[config.mk]
export PLATFORM = sky130hd
export DESIGN_NAME = cwd_watchdog
export DESIGN_NICKNAME = d
export VERILOG_FILES = /design/src/rtl/cwd_pulse.v /design/src/rtl/cwd_watchdog.v
export VERILOG_INCLUDE_DIRS = /design/src /design/src/rtl
export SDC_FILE = /design/constraint.sdc
export NUM_CORES = 1
export LEC_CHECK = 0
export ABC_AREA = 1
export BUFFER_PORTS_ARGS = -buffer_cell sky130_fd_sc_hd__buf_2
export CORE_MARGIN = 3
export CORE_UTILIZATION = 51
export DETAILED_ROUTE_END_ITERATION = 10
export PLACE_DENSITY = 0.74
export SLEW_MARGIN = 20
export SYNTH_ARGS = -nofsm -noshare
export SYNTH_HDL_FRONTEND = slang
export SYNTH_HIERARCHICAL = 1
export SYNTH_SLANG_ARGS = --single-unit
[constraint.sdc]
create_clock -name sys_clk -period 2.21 [get_ports sys_clk]
set_input_delay 0.1105 -clock sys_clk [delete_from_list [all_inputs] [get_ports sys_clk]]
set_output_delay 0.1105 -clock sys_clk [all_outputs]
set_load 0.03 [all_outputs]
[src/rtl/cwd_map.vh]
// Constants for the clock watchdog and frequency programming block
`ifndef CWD_MAP_VH
`define CWD_MAP_VH
`define CWD_TICK_FAST_MS 150
`define CWD_TICK_SLOW_MS 2500
`define CWD_CLK_KHZ 250000
`define CWD_TICK_FAST_CYC (`CWD_TICK_FAST_MS * `CWD_CLK_KHZ)
`define CWD_TICK_SLOW_CYC (`CWD_TICK_SLOW_MS * `CWD_CLK_KHZ)
`define CWD_RST_PULSE_CYC 8
`define CWD_COUNT_W 5
`define CWD_MULT_W 8
`define CWD_DIV_W 7
`define CWD_OPERAND_BIAS 3
`define CWD_COUNT_RST 5'h1F
`define CWD_MULT_RST 8'h00
`define CWD_DIV_RST 7'h00
`endif

[src/rtl/cwd_pulse.v]
// Fixed-length pulse stretcher for the system reset output
`timescale 1ns/10ps
module cwd_pulse #(
    parameter LEN = 8
) (
    // Clock and reset
    input wire sys_clk,
    input wire rst_n,
    input wire clk_en,
    // Trigger and pulse
    input wire trig,
    output reg pulse_q
);
    reg [7:0] cnt_q;
    always @(posedge sys_clk or negedge rst_n) begin
        if (!rst_n) begin
            cnt_q <= 8'h00;
            pulse_q <= 1'b0;
        end else if (clk_en) begin
            if (trig) begin
                cnt_q <= LEN[7:0] - 8'h01;
                pulse_q <= 1'b1;
            end else if (cnt_q != 8'h00) begin
                cnt_q <= cnt_q - 8'h01;
            end else begin
                pulse_q <= 1'b0;
            end
        end
    end
endmodule

[src/rtl/cwd_watchdog.v]
// Watchdog timer, reset generation and CPU frequency selection
`timescale 1ns/10ps
`include "cwd_map.vh"
module cwd_watchdog #(
    parameter TICK_FAST_CYC = `CWD_TICK_FAST_CYC,
    parameter TICK_SLOW_CYC = `CWD_TICK_SLOW_CYC,
    parameter RST_PULSE_CYC = `CWD_RST_PULSE_CYC
) (
    // Clock and reset
    input wire sys_clk,
    input wire rst_n,
    input wire clk_en,
    // Register write strobes and data from the management interface
    input wire timeout_flag_wr,
    input wire timeout_flag_wdata,
    input wire cfg_wr,
    input wire [4:0] timeout_count_field,
    input wire tick_unit_select,
    input wire reset_on_timeout_enable,
    input wire reset_on_freq_change_enable,
    input wire watchdog_enable,
    // Frequency programming
    input wire programmable_freq_enable,
    input wire freq_override,
    input wire [4:0] freq_strap_pins,
    input wire [4:0] freq_select_bits,
    input wire freq_wr,
    input wire [7:0] cpu_multiplier_value,
    input wire [6:0] cpu_divider_value,
    input wire recovery_source_select,
    input wire [7:0] recovery_multiplier_value,
    input wire [6:0] recovery_divider_value,
    // Status and results
    output reg timeout_flag_q,
    output reg watchdog_running_q,
    output reg [4:0] ticks_left_q,
    output reg recovery_active_q,
    output reg prog_active_q,
    output reg [4:0] gear_select_q,
    output reg [8:0] freq_mult_q,
    output reg [7:0] freq_div_q,
    output wire sys_reset_pulse_q
);
    localparam ST_IDLE = 3'b001;
    localparam ST_RUN = 3'b010;
    localparam ST_DONE = 3'b100;

    reg [2:0] state_q;
    reg [2:0] state_d;
    reg [31:0] prescale_q;
    reg [4:0] count_cfg_q;
    reg unit_q;
    reg rst_watchdog_enable_q;
    reg rst_fc_en_q;
    reg watchdog_enable_q;
    reg [4:0] strap_q;
    reg strap_taken_q;
    reg timeout_evt;
    reg freq_change;
    wire tick_end;
    wire [31:0] tick_len;
    reg [4:0] count_cfg_d;
    reg unit_d;
    reg rst_watchdog_enable_d;
    reg rst_fc_en_d;
    reg watchdog_enable_d;
    reg [4:0] strap_d;
    reg strap_taken_d;
    reg [31:0] prescale_d;
    reg [4:0] ticks_left_d;
    reg timeout_flag_d;
    reg flag_clear;
    reg recovery_active_d;
    reg prog_active_d;
    reg [4:0] gear_select_d;
    reg [8:0] freq_mult_d;
    reg [7:0] freq_div_d;
    reg strap_gear;
    reg [7:0] mult_src;
    reg [6:0] div_src;
    reg rst_trig;

    // Register copies of the configuration bits
    always @* begin
        count_cfg_d = count_cfg_q;
        unit_d = unit_q;
        rst_watchdog_enable_d = rst_watchdog_enable_q;
        rst_fc_en_d = rst_fc_en_q;
        watchdog_enable_d = watchdog_enable_q;
        if (cfg_wr) begin
            count_cfg_d = timeout_count_field;
            unit_d = tick_unit_select;
            rst_watchdog_enable_d = reset_on_timeout_enable;
            rst_fc_en_d = reset_on_freq_change_enable;
            watchdog_enable_d = watchdog_enable;
        end
    end

    always @(posedge sys_clk or negedge rst_n) begin
        if (!rst_n) begin
            count_cfg_q <= `CWD_COUNT_RST;
            unit_q <= 1'b0;
            rst_watchdog_enable_q <= 1'b0;
            rst_fc_en_q <= 1'b0;
            watchdog_enable_q <= 1'b0;
        end else if (clk_en) begin
            count_cfg_q <= count_cfg_d;
            unit_q <= unit_d;
            rst_watchdog_enable_q <= rst_watchdog_enable_d;
            rst_fc_en_q <= rst_fc_en_d;
            watchdog_enable_q <= watchdog_enable_d;
        end
    end

    // Strap value captured once after reset release, not under the reset itself
    always @* begin
        strap_d = strap_q;
        strap_taken_d = strap_taken_q;
        if (!strap_taken_q) begin
            strap_d = freq_strap_pins;
            strap_taken_d = 1'b1;
        end
    end

    always @(posedge sys_clk or negedge rst_n) begin
        if (!rst_n) begin
            strap_q <= 5'h00;
            strap_taken_q <= 1'b0;
        end else if (clk_en) begin
            strap_q <= strap_d;
            strap_taken_q <= strap_taken_d;
        end
    end

    assign tick_len = unit_q ? TICK_SLOW_CYC : TICK_FAST_CYC;
    assign tick_end = (prescale_q == tick_len - 32'h1);

    // Events of this cycle; a frozen cycle takes no strobe and ends no tick
    always @* begin
        freq_change = clk_en && freq_wr;
        timeout_evt = clk_en && (state_q == ST_RUN) && tick_end && (ticks_left_q == 5'h00) && watchdog_enable_q;
    end

    always @* begin
        state_d = state_q;
        case (state_q)
            ST_IDLE: begin
                if (watchdog_enable_q && freq_change) begin
                    state_d = ST_RUN;
                end
            end
            ST_RUN: begin
                if (!watchdog_enable_q) begin
                    state_d = ST_IDLE;
                end else if (timeout_evt) begin
                    state_d = ST_DONE;
                end
            end
            ST_DONE: begin
                if (!watchdog_enable_q) begin
                    state_d = ST_IDLE;
                end else if (freq_change) begin
                    state_d = ST_RUN;
                end
            end
            default: begin
                state_d = ST_IDLE;
            end
        endcase
    end

    // Countdown; a field value v runs v+1 ticks, so the count ends after tick zero
    always @* begin
        prescale_d = prescale_q + 32'h1;
        ticks_left_d = ticks_left_q;
        if (state_q != ST_RUN || state_d != ST_RUN) begin
            prescale_d = 32'h0;
            ticks_left_d = count_cfg_q;
        end else if (tick_end) begin
            prescale_d = 32'h0;
            ticks_left_d = ticks_left_q - 5'h01;
        end
    end

    always @(posedge sys_clk or negedge rst_n) begin
        if (!rst_n) begin
            state_q <= ST_IDLE;
            prescale_q <= 32'h0;
            ticks_left_q <= `CWD_COUNT_RST;
            watchdog_running_q <= 1'b0;
        end else if (clk_en) begin
            state_q <= state_d;
            watchdog_running_q <= (state_d == ST_RUN);
            prescale_q <= prescale_d;
            ticks_left_q <= ticks_left_d;
        end
    end

    // Sticky flag; a time-out in the clearing cycle wins over the clear
    always @* begin
        flag_clear = timeout_flag_wr && timeout_flag_wdata;
        timeout_flag_d = timeout_flag_q;
        if (timeout_evt) begin
            timeout_flag_d = 1'b1;
        end else if (flag_clear) begin
            timeout_flag_d = 1'b0;
        end
    end

    always @(posedge sys_clk or negedge rst_n) begin
        if (!rst_n) begin
            timeout_flag_q <= 1'b0;
        end else if (clk_en) begin
            timeout_flag_q <= timeout_flag_d;
        end
    end

    // Recovery takes over at a time-out and lasts until the next frequency change
    always @* begin
        recovery_active_d = recovery_active_q;
        if (timeout_evt) begin
            recovery_active_d = 1'b1;
        end else if (freq_change) begin
            recovery_active_d = 1'b0;
        end
    end

    // A strap-sourced recovery ignores the override, so a bad select cannot block recovery
    always @* begin
        strap_gear = !freq_override;
        mult_src = cpu_multiplier_value;
        div_src = cpu_divider_value;
        prog_active_d = programmable_freq_enable;
        if (recovery_active_d) begin
            prog_active_d = recovery_source_select;
            mult_src = recovery_multiplier_value;
            div_src = recovery_divider_value;
            if (!recovery_source_select) begin
                strap_gear = 1'b1;
            end
        end
        if (strap_gear) begin
            gear_select_d = strap_q;
        end else begin
            gear_select_d = freq_select_bits;
        end
        // The ratio above one is the writer's job; no check is made here
        freq_mult_d = {1'b0, mult_src} + 9'h003;
        freq_div_d = {1'b0, div_src} + 8'h03;
    end

    always @(posedge sys_clk or negedge rst_n) begin
        if (!rst_n) begin
            recovery_active_q <= 1'b0;
            prog_active_q <= 1'b0;
            gear_select_q <= 5'h00;
            freq_mult_q <= 9'h000;
            freq_div_q <= 8'h00;
        end else if (clk_en) begin
            recovery_active_q <= recovery_active_d;
            prog_active_q <= prog_active_d;
            gear_select_q <= gear_select_d;
            freq_mult_q <= freq_mult_d;
            freq_div_q <= freq_div_d;
        end
    end

    // Either cause starts one pulse; a second cause during a pulse restarts it
    always @* begin
        rst_trig = 1'b0;
        if (timeout_evt && rst_watchdog_enable_q) begin
            rst_trig = 1'b1;
        end
        if (freq_change && rst_fc_en_q) begin
            rst_trig = 1'b1;
        end
    end

    cwd_pulse #(
        .LEN(RST_PULSE_CYC)
    ) u_rst_pulse (
        .sys_clk(sys_clk),
        .rst_n(rst_n),
        .clk_en(clk_en),
        .trig(rst_trig),
        .pulse_q(sys_reset_pulse_q)
    );
endmodule

# Word-level counts from Yosys, hierarchy flattened
# Cells that the tools add are included.
dict set report totals {
  ff_bits 90
  inputBits 59
  output_inout_bits 32
  wordCells 83
}
dict set report classes {
  add_sub_neg 6
  n_eq_ne 8
  muxes 27
  bitwise_logic 1
  reduce_logical 22
}
# operator n
set ops {}
lappend ops {{32-bit 2-to-1 mux} 2}
lappend ops {{32-bit by 1-bit adder with 32-bit output, second input constant} 1}
lappend ops {{32-bit == test} 1}
lappend ops {{30-bit by 1-bit subtractor with 31-bit output, second input constant} 1}
lappend ops {{30-bit 2-to-1 mux} 1}
lappend ops {{8-bit 2-to-1 mux} 3}
lappend ops {{3-bit 2-to-1 mux} 5}
lappend ops {{5-bit 2-to-1 mux} 3}
lappend ops {{2-bit AND reduction} 6}
lappend ops {{1-bit 2-to-1 mux} 11}
lappend ops {{8-bit by 2-bit adder with 9-bit output, second input constant} 1}
lappend ops {{1-bit logical AND} 9}
lappend ops {{3-bit one-hot mux with 3 select lines} 1}
lappend ops {{7-bit by 2-bit adder with 8-bit output, second input constant} 1}
lappend ops {{8-bit nonzero test} 1}
lappend ops {{8-bit by 1-bit subtractor with 8-bit output, second input constant} 1}
lappend ops {{7-bit 2-to-1 mux} 1}
lappend ops {{3-bit by 2-bit == test with 1-bit output, second input constant} 2}
lappend ops {{3-bit by 2-bit != test with 1-bit output, second input constant} 2}
lappend ops {{2-bit nonzero test} 3}
lappend ops {{5-bit zero test} 1}
lappend ops {{5-bit by 1-bit subtractor with 5-bit output, second input constant} 1}
lappend ops {{3-bit by 1-bit == test with 1-bit output, second input constant} 1}
lappend ops {{3-bit == test, second input constant} 1}
lappend ops {{other kinds (4)} 4}

# Logic depth before layout (Yosys ltp)
# Gate-level depths: netlist of run 1.
dict set report depth {
  word_depth 13
  depth_mapped 19
  depth_no_buf 17
}

# Hierarchy
# The synthesis of run 1 kept the hierarchy.
# mod instances cells_each area_each_um2 seq_area_each_um2
set by_module_without_submodules {}
lappend by_module_without_submodules {cwd_watchdog 1 643 4827.1 2040.7}
lappend by_module_without_submodules {cwd_pulse 1 79 564.3 225.2}

# Worst setup path before layout of run 1
# Ideal clock, no wire load.
dict set report synth_path {
  path_type {flip-flop to flip-flop}
  start {reg ticks_left_q[0]}
  end {reg u_rst_pulse.cnt_q[6]}
  setup_time_ns 0.127
  t_arrival_ns 2.101
  required_ns 2.083
  slack_ns -0.018
  path_stages_with_launch 13
  n_path_buf 1
  synth_period_minus_slack_ns 2.228
  path_cell_list {dfstp_2 -> inv_1 -> ha_1 -> nand4_1 -> nor3_1 -> nand3_4 -> buf_2 -> o21ai_0 -> inv_1 -> nand3_2 -> nand2_4 -> nand2_1 -> o21ai_0}
}
dict set report synth_via {
  elab_chain_len 8
  elab_cells_between_ends 9
  cone_classes {3 x mux; 6 x reduce/logical}
}
# element line
set synth_lines {}
lappend synth_lines {{start, declared} cwd_watchdog.v:36} ;# output reg [4:0] ticks_left_q,
lappend synth_lines {{start signal, assigned} cwd_watchdog.v:189} ;# ticks_left_q <= `CWD_COUNT_RST;
lappend synth_lines {{start signal, assigned} cwd_watchdog.v:195} ;# ticks_left_q <= ticks_left_d;
lappend synth_lines {{5-bit zero test (*)} cwd_watchdog.v:141} ;# timeout_evt = clk_en && (state_q == ST_RUN) && tick_end && (ticks_left_q == 5'h00) && watchdog_enable_q;
lappend synth_lines {{1-bit logical AND (*) (2 in a row)} cwd_watchdog.v:141}
lappend synth_lines {{1-bit logical AND (*)} cwd_watchdog.v:271} ;# if (timeout_evt && rst_watchdog_enable_q) begin
lappend synth_lines {{1-bit 2-to-1 mux (*)} cwd_watchdog.v:271}
lappend synth_lines {{1-bit 2-to-1 mux (*)} cwd_watchdog.v:274} ;# if (freq_change && rst_fc_en_q) begin
lappend synth_lines {{net rst_trig} cwd_watchdog.v:81} ;# reg rst_trig;
lappend synth_lines {{2-bit nonzero test (no line)} -}
lappend synth_lines {{2-bit AND reduction (no line)} -}
lappend synth_lines {{end signal, assigned} cwd_pulse.v:21} ;# cnt_q <= LEN[7:0] - 8'h01;
lappend synth_lines {{end signal, assigned} cwd_pulse.v:24} ;# cnt_q <= cnt_q - 8'h01;
lappend synth_lines {{end, declared} cwd_pulse.v:14} ;# reg [7:0] cnt_q;
# Mark *: on every way through the listed nets, which the timed path passes. The rest lies on a longest branch.
# A chain may end at the register's enable or synchronous reset.

# Worst setup path after layout of run 1
dict set report layout_path {
  start {reg prescale_q[0]}
  end {reg freq_mult_q[3]}
}
dict set report layout_via {
  elab_chain_len 7
}
# element line
set layout_lines {}
lappend layout_lines {{start, declared} cwd_watchdog.v:50} ;# reg [31:0] prescale_q;
lappend layout_lines {{start signal, assigned} cwd_watchdog.v:194} ;# prescale_q <= prescale_d;
lappend layout_lines {{32-bit == test} cwd_watchdog.v:136} ;# assign tick_end = (prescale_q == tick_len - 32'h1);
lappend layout_lines {{1-bit logical AND (3 in a row)} cwd_watchdog.v:141}
lappend layout_lines {{1-bit 2-to-1 mux} cwd_watchdog.v:221} ;# if (timeout_evt) begin
lappend layout_lines {{8-bit 2-to-1 mux} cwd_watchdog.v:234} ;# if (recovery_active_d) begin
lappend layout_lines {{8-bit by 2-bit adder with 9-bit output} cwd_watchdog.v:248} ;# freq_mult_d = {1'b0, mult_src} + 9'h003;
lappend layout_lines {{end signal, assigned} cwd_watchdog.v:263} ;# freq_mult_q <= freq_mult_d;
lappend layout_lines {{end, declared} cwd_watchdog.v:40} ;# output reg [8:0] freq_mult_q,
# Every way passes these cells.

==> qor.txt, run 1 <==
Crit end category - flip-flop
CTS buffer count - 9
Number of global-route vias before repair - 5245
RSZ-0062 raised after global routing - yes
Largest net degree at the start of global routing - 39
Pwr/cell area - 612.3 nW/um^2
Global route total overflow - 0
Tcrit/Tclk final - 1.012
Worst VDD drop - 477.5 uV
Worst clock skew - 0.01456 ns
R2r setup slk - -0.03 ns
Crit path kind - flip-flop to flip-flop
Critical path's most frequent cell - nand2_1
HPWL Detailed - 10.57 mm
Buffers on Ports - 90
Leakage - 0.003420 uW
Clock H-tree levels - 3
Starting density of the core - 0.5367
Critical path arrival - 2.50 ns
Fraction of the yosys area taken by sequential cells - 0.4203
Die width - 108.8 um
Reg2reg start - prescale_q[0]
Core area - 10040 sq um
Most instantiated cells after synthesis - nand2_1, inv_1, dfrtp_1, nor2_1, nand3_1
WL final - 14.71 mm
Hold Slack - 0.01740 ns
Die Ht - 108.8 um
Failing checks - negative setup slack
Worst hold path depth - 4
Hold Crit Class - input port to flip-flop
Die Area - 11840 sq um
Synth Instances - 722
Syn Std Cell Area - 5391 sq um
Area Growth Syn to Fin - 31.47%
Reg2Reg Depth - 14
Global-route wire length before repair - 23.93 mm
Ys async rst share - 1.000
Power consumption - 4340 uW
Critical Path RT - 2.48 ns
Cell Count, Final, Fillers Out - 1034
Rel. slew slack - 0.6786
Clock root buffer master - clkbuf_8
Worst path max stage delay - 0.39 ns
Top cell type by total area after synthesis - dfrtp_1
Row count - 36
Worst path cell trace - ha_2 > nand2_2 > nor2_2 > nand3_2 > nor2_4 > nand3_4 > nand3b_1 > nand2_2 > buf_4 > nand2_1 > nand2_1 > xnor2_2 > nand2_1 > nand2_1
RePlAce Congestion - 0.9233
Pre-CTS setup slack - -0.05634 ns
Fillers - 824
Initial antenna violation count - 0
Post-synth top area share - 0.3667
Ratio of cells with drive above 1 in the final layout - 0.3219
Buf/Inv on CP - 1
Max Cap Viol - 0
Avg WL per Cell - 14.22 um
Crit start category - flip-flop
Reg-to-reg endpoint - freq_mult_q[3]
Top cells by area, synth - dfrtp_1, nand2_1, inv_1
Post-Place Cells - 979
CP delay by family, top - simple AND/OR/NAND/NOR gates
Syn Nets - 787
DRC - 0
Levels on crit path - 14
EDFF count, synth - 0
Worst Tran Pin Value - 0.4778 ns
Slowest cell on crit path - dfrtp_1
Cell variety after synth - 40
Period minus WS final - 2.236 ns
I/O pins - 91
Top-count cell post-synth - nand2_1
Top FF cell, synth - dfrtp_1
Max Fanout on Critical Path - 8
Yosys Warn Count - 6
Setup Viol. Count Final - 2
Layout Nets - 961
Worst-path clk slew - 0.09 ns
Longest Clk Path Bufs - 2
Final Hold Viols - 0
Gr usage total - 0.2530
Post-DR vias/cell - 5.341
Hold Path End - timeout_flag_q
Yosys reg bits - 90
Worst setup margin - -0.02639 ns
Vias - 5523
Initial DRC Count - 325
Drt pass-1 iters - 5
Clk Latency, worst-skew pair - 0.37 ns
Status - finished, violations left
Hold Path Origin - timeout_flag_wdata
Post-route ant nets - 0
TritonCTS clock tree - yes
Mean post-synth cell area - 7.467 sq um
Final Slew Violations - 0
Max Freq - 447.1 MHz
ANT cells - 0
Sink Count - 90
[layer usage]
layer | GRT usage | vias up | wire length [um]
met5 | 0 | - | 0
met4 | 0.1064 | 0 | 351
met3 | 0.04381 | 35 | 922
met2 | 0.4245 | 205 | 7257
met1 | 0.3233 | 2599 | 6174
li1 | - | 2684 | -
[worst max-delay path by stage]
stage / from / to / slack [ns]
after CTS: prescale_q[0] / freq_mult_q[4] / 0.007
after floorplan: ticks_left_q[0] / freq_mult_q[6] / 0.004
after detailed placement: unit_q / freq_div_q[6] / -0.06
final: prescale_q[0] / freq_mult_q[3] / -0.03
after global placement: unit_q / freq_mult_q[4] / -0.02
after global routing: prescale_q[24] / freq_mult_q[6] / -0.13
[kinds of logic after synthesis]
kind of cell	count (synthesis)	synth area share
AOI/OAI and AO/OA	79	0.08285
xor gates and xnor gates	25	0.04061
adders and majority gates	6	0.01392
buffers and inverters	110	0.08819
DFF	90	0.4203
muxes	7	0.01462
and+or+nand+nor	405	0.3395
[registers in the layout, summed over array words and instances (netlist names), 3 cells and up]
name / count
prescale_q: 32
freq_mult_q: 9
freq_div_q: 8
u_rst_pulse/cnt_q: 8
count_cfg_q: 5
gear_select_q: 5
strap_q: 5
ticks_left_q: 5
state_q: 3
[layout by cell type, fill, tap and decap left out, types with 9 or more instances in the layout]
cell / instances
nor2_2: 14
nand3_1: 51
buf_4: 71
dlygate4sd3_1: 15
o21ai_0: 32
nand2_1: 170
inv_1: 76
inv_2: 13
a21oi_1: 13
nor3_1: 22
nand4_1: 21
buf_2: 89
xor2_1: 23
o21ai_1: 10
nand2_2: 22
dfrtp_1: 77
clkbuf_8: 9
nor2_1: 70
dfstp_2: 11
[tightest hold or removal path, cell delays in order]
cell     delay (ns)
buf_2          0.07
nand3_1        0.06
nand2_1        0.06
nand2_1        0.05
[final cells by class]
class                   instances  area [sq um]  share of cell area
flip-flops and latches         90          2268              0.3200
well taps                     133         166.4             0.02348
clock inverters                 5         65.06            0.009179
clock buffers                  11         131.4             0.01853
repair buffers                183          1267              0.1788
inverters                      89         334.1             0.04713
multi-input cells             523          2855              0.4028
[repair_timing]
| item | CTS | global route |
|---|---|---|
| hold buffers | 15 | 0 |
| hold endpoints to repair | 47 | 0 |
| resized for setup | 3 | 64 |
| setup endpoints to repair | 16 | 56 |
| buffers inserted | 3 | 19 |
| cloned | 0 | 2 |
| pin swaps | 1 | 25 |
[stage by stage]
step / setup TNS [ns] / area [sq um] / utilization
2_1_floorplan: 0 / 5396 / -
3_3_place_gp: -0.02604 / 6312 / 0.6284
3_5_place_dp: -0.3114 / 6312 / 0.6284
4_1_cts: 0 / 6691 / 0.6662
5_1_grt: -2.046 / 7088 / 0.7057
6_report: -0.03865 / 7088 / 0.7057
[power by group]
part | internal (uW) | total, uW | switching [uW] | leakage (uW)
logic | 452 | 1210 | 756 | 0.00219
clock network | 534 | 1150 | 619 | 0.0000917
registers | 1840 | 1980 | 140 | 0.00114
Note: power is estimated with default switching activity, not from simulation.
==> inputs of run 2 (changes only) <==
Settings changed: RECOVER_POWER set to 50.
==> run 2 against run 1 <==
Compared with the run above:
- the flow still finishes with violations (negative setup slack)
- routed wire length about the same
- first-iteration DRC count increased by 3.4%
- power about the same
- fmax decreased by 0.22%
- sequential power about the same
- register-to-register slack about the same
- global-route usage unchanged
- die area unchanged
- critical path type unchanged
==> qor.txt, run 2 (synthesis gave the netlist of run 1 again) <==
Number of global-route vias before repair - 5245
Leakage - 0.003419 uW
Tcrit/Tclk final - 1.014
Hold Path Origin - timeout_flag_wdata
Worst path max stage delay - 0.39 ns
Max Cap Viol - 0
Worst path cell trace - ha_2 > nand2_2 > nor2_2 > nand3_2 > nor2_4 > nand3_4 > nand3b_1 > nand2_2 > buf_4 > nand2_1 > nand2_1 > xnor2_2 > nand2_1 > nand2_1
Post-DR vias/cell - 5.331
Post-Place Cells - 979
CP delay by family, top - simple AND/OR/NAND/NOR gates
Rel. slew slack - 0.3750
I/O pins - 91
Post-route ant nets - 0
Die width - 108.8 um
TritonCTS clock tree - yes
Setup TNS - -0.04416 ns
Buf/Inv on CP - 1
Reg2reg start - prescale_q[0]
Reg-to-reg endpoint - freq_mult_q[3]
Hold Crit Class - input port to flip-flop
CTS buffer count - 9
Longest Clk Path Bufs - 2
Worst-path clk slew - 0.09 ns
Status - finished, violations left
Slowest cell on crit path - dfrtp_1
Worst clock skew - 0.01448 ns
Avg WL per Cell - 14.22 um
Cell Count, Final, Fillers Out - 1034
WL final - 14.70 mm
Worst hold path depth - 4
Setup Viol. Count Final - 2
Clock H-tree levels - 3
Crit path kind - flip-flop to flip-flop
Commonest cells after routing, fill and taps aside - nand2_1, buf_2, dfrtp_1
Worst VDD drop - 478.2 uV
Global route total overflow - 0
Final Slew Violations - 0
Largest regs - prescale_q (32), freq_mult_q (9)
Largest net degree at the start of global routing - 39
Max reg flops - 32
Starting density of the core - 0.5367
RePlAce Congestion - 0.9233
Pwr/cell area - 612.7 nW/um^2
Fillers - 825
Worst setup margin - -0.03126 ns
Vias - 5512
Core area - 10040 sq um
Critical Path RT - 2.48 ns
Commonest non-fill, non-tap cell in the layout - nand2_1
Die Ht - 108.8 um
Buffers on Ports - 90
Critical path arrival - 2.51 ns
Clock root buffer master - clkbuf_8
Ratio of cells with drive above 1 in the final layout - 0.3219
Crit end category - flip-flop
Final Hold Viols - 0
HPWL Detailed - 10.57 mm
Area Growth Syn to Fin - 31.42%
Row count - 36
Critical path's most frequent cell - nand2_1
Initial antenna violation count - 0
Die Area - 11840 sq um
Clk Latency, worst-skew pair - 0.38 ns
R2r setup slk - -0.03 ns
ANT cells - 0
Gr usage total - 0.2530
Hold Path End - timeout_flag_q
Most flops, register - prescale_q
Max Fanout on Critical Path - 8
Crit start category - flip-flop
RSZ-0062 raised after global routing - yes
Worst Tran Pin Value - 0.9375 ns
Global-route wire length before repair - 23.93 mm
Drt pass-1 iters - 5
Period minus WS final - 2.241 ns
Layout Nets - 961
DRC - 0
Sink Count - 90
Max Freq - 446.2 MHz
Initial DRC Count - 336
Failing checks - negative setup slack
Reg2Reg Depth - 14
[run 2: cell count changes in the layout (fill, tap and decap cells not counted)]
cell      before  now
buf_4         71   70
clkbuf_2       0    1
[run 2: how the worst max path moves through the flow]
stage	startpoint	endpoint	depth (start not counted)
2_1_floorplan	ticks_left_q[0]	freq_mult_q[6]	16
3_5_place_dp	unit_q	freq_div_q[6]	15
6_report	prescale_q[0]	freq_mult_q[3]	14
5_1_grt	prescale_q[24]	freq_mult_q[6]	15
3_3_place_gp	unit_q	freq_mult_q[4]	15
4_1_cts	prescale_q[0]	freq_mult_q[4]	15
[run 2: worst register-to-register path, delay by kind of cell, from the launching register on]
kind | cells | cell delay, ns
XOR/XNOR | 1 | 0.17
adder cells (fa/ha/maj) | 1 | 0.22
buffers and inverters | 1 | 0.14
flip-flops | 1 | 0.39
AND/OR/NAND/NOR | 11 | 1.22
[run 2: what timing repair did]
action | CTS | global route
setup endpoints to repair | 16 | 56
hold endpoints to repair | 47 | 0
pin swaps | 1 | 25
cloned | 0 | 2
gates resized for setup | 3 | 64
setup buffers | 3 | 19
hold buffers | 15 | 0
[run 2: metal layers]
layer | GRT usage | routed length [um] | part of all wire
met1 | 0.3233 | 6140 | 0.42
met2 | 0.4245 | 7220 | 0.49
met3 | 0.04381 | 947 | 0.064
met4 | 0.1064 | 393 | 0.027
met5 | 0 | 0 | 0
[run 2: cell type report]
| cell class | instances | area (sq um) | share of cell area |
|---|---|---|---|
| well taps | 133 | 166.4 | 0.02349 |
| clock inverters | 5 | 65.06 | 0.009182 |
| inverters | 89 | 334.1 | 0.04715 |
| flip-flops and latches | 90 | 2268 | 0.3201 |
| repair buffers | 183 | 1265 | 0.1785 |
| multi-input cells | 523 | 2855 | 0.4030 |
| clock buffers | 11 | 131.4 | 0.01854 |
[run 2: power breakdown]
group | internal, uW | leakage, uW | switching (uW)
Sequential | 1840 | 0.00114 | 140
Clock | 534 | 0.0000917 | 618
Combinational | 452 | 0.00219 | 759
[run 2: through the flow]
| stage | worst slack, ns | total power, uW | cell area, sq um | util | hold WS [ns] |
|---|---|---|---|---|---|
| after global routing | -0.1253 | 4608 | 7086 | 0.7054 | 0.03236 |
| after detailed placement | -0.05634 | 3124 | 6312 | 0.6284 | 0.1039 |
| final | -0.03126 | 4341 | 7086 | 0.7054 | 0.01673 |
| after floorplan | 0.003690 | 2761 | 5396 | - | -0.1851 |
| after global placement | -0.01746 | 3072 | 6312 | 0.6284 | 0.09617 |
| after CTS | 0.007135 | 4303 | 6691 | 0.6662 | 0.009553 |
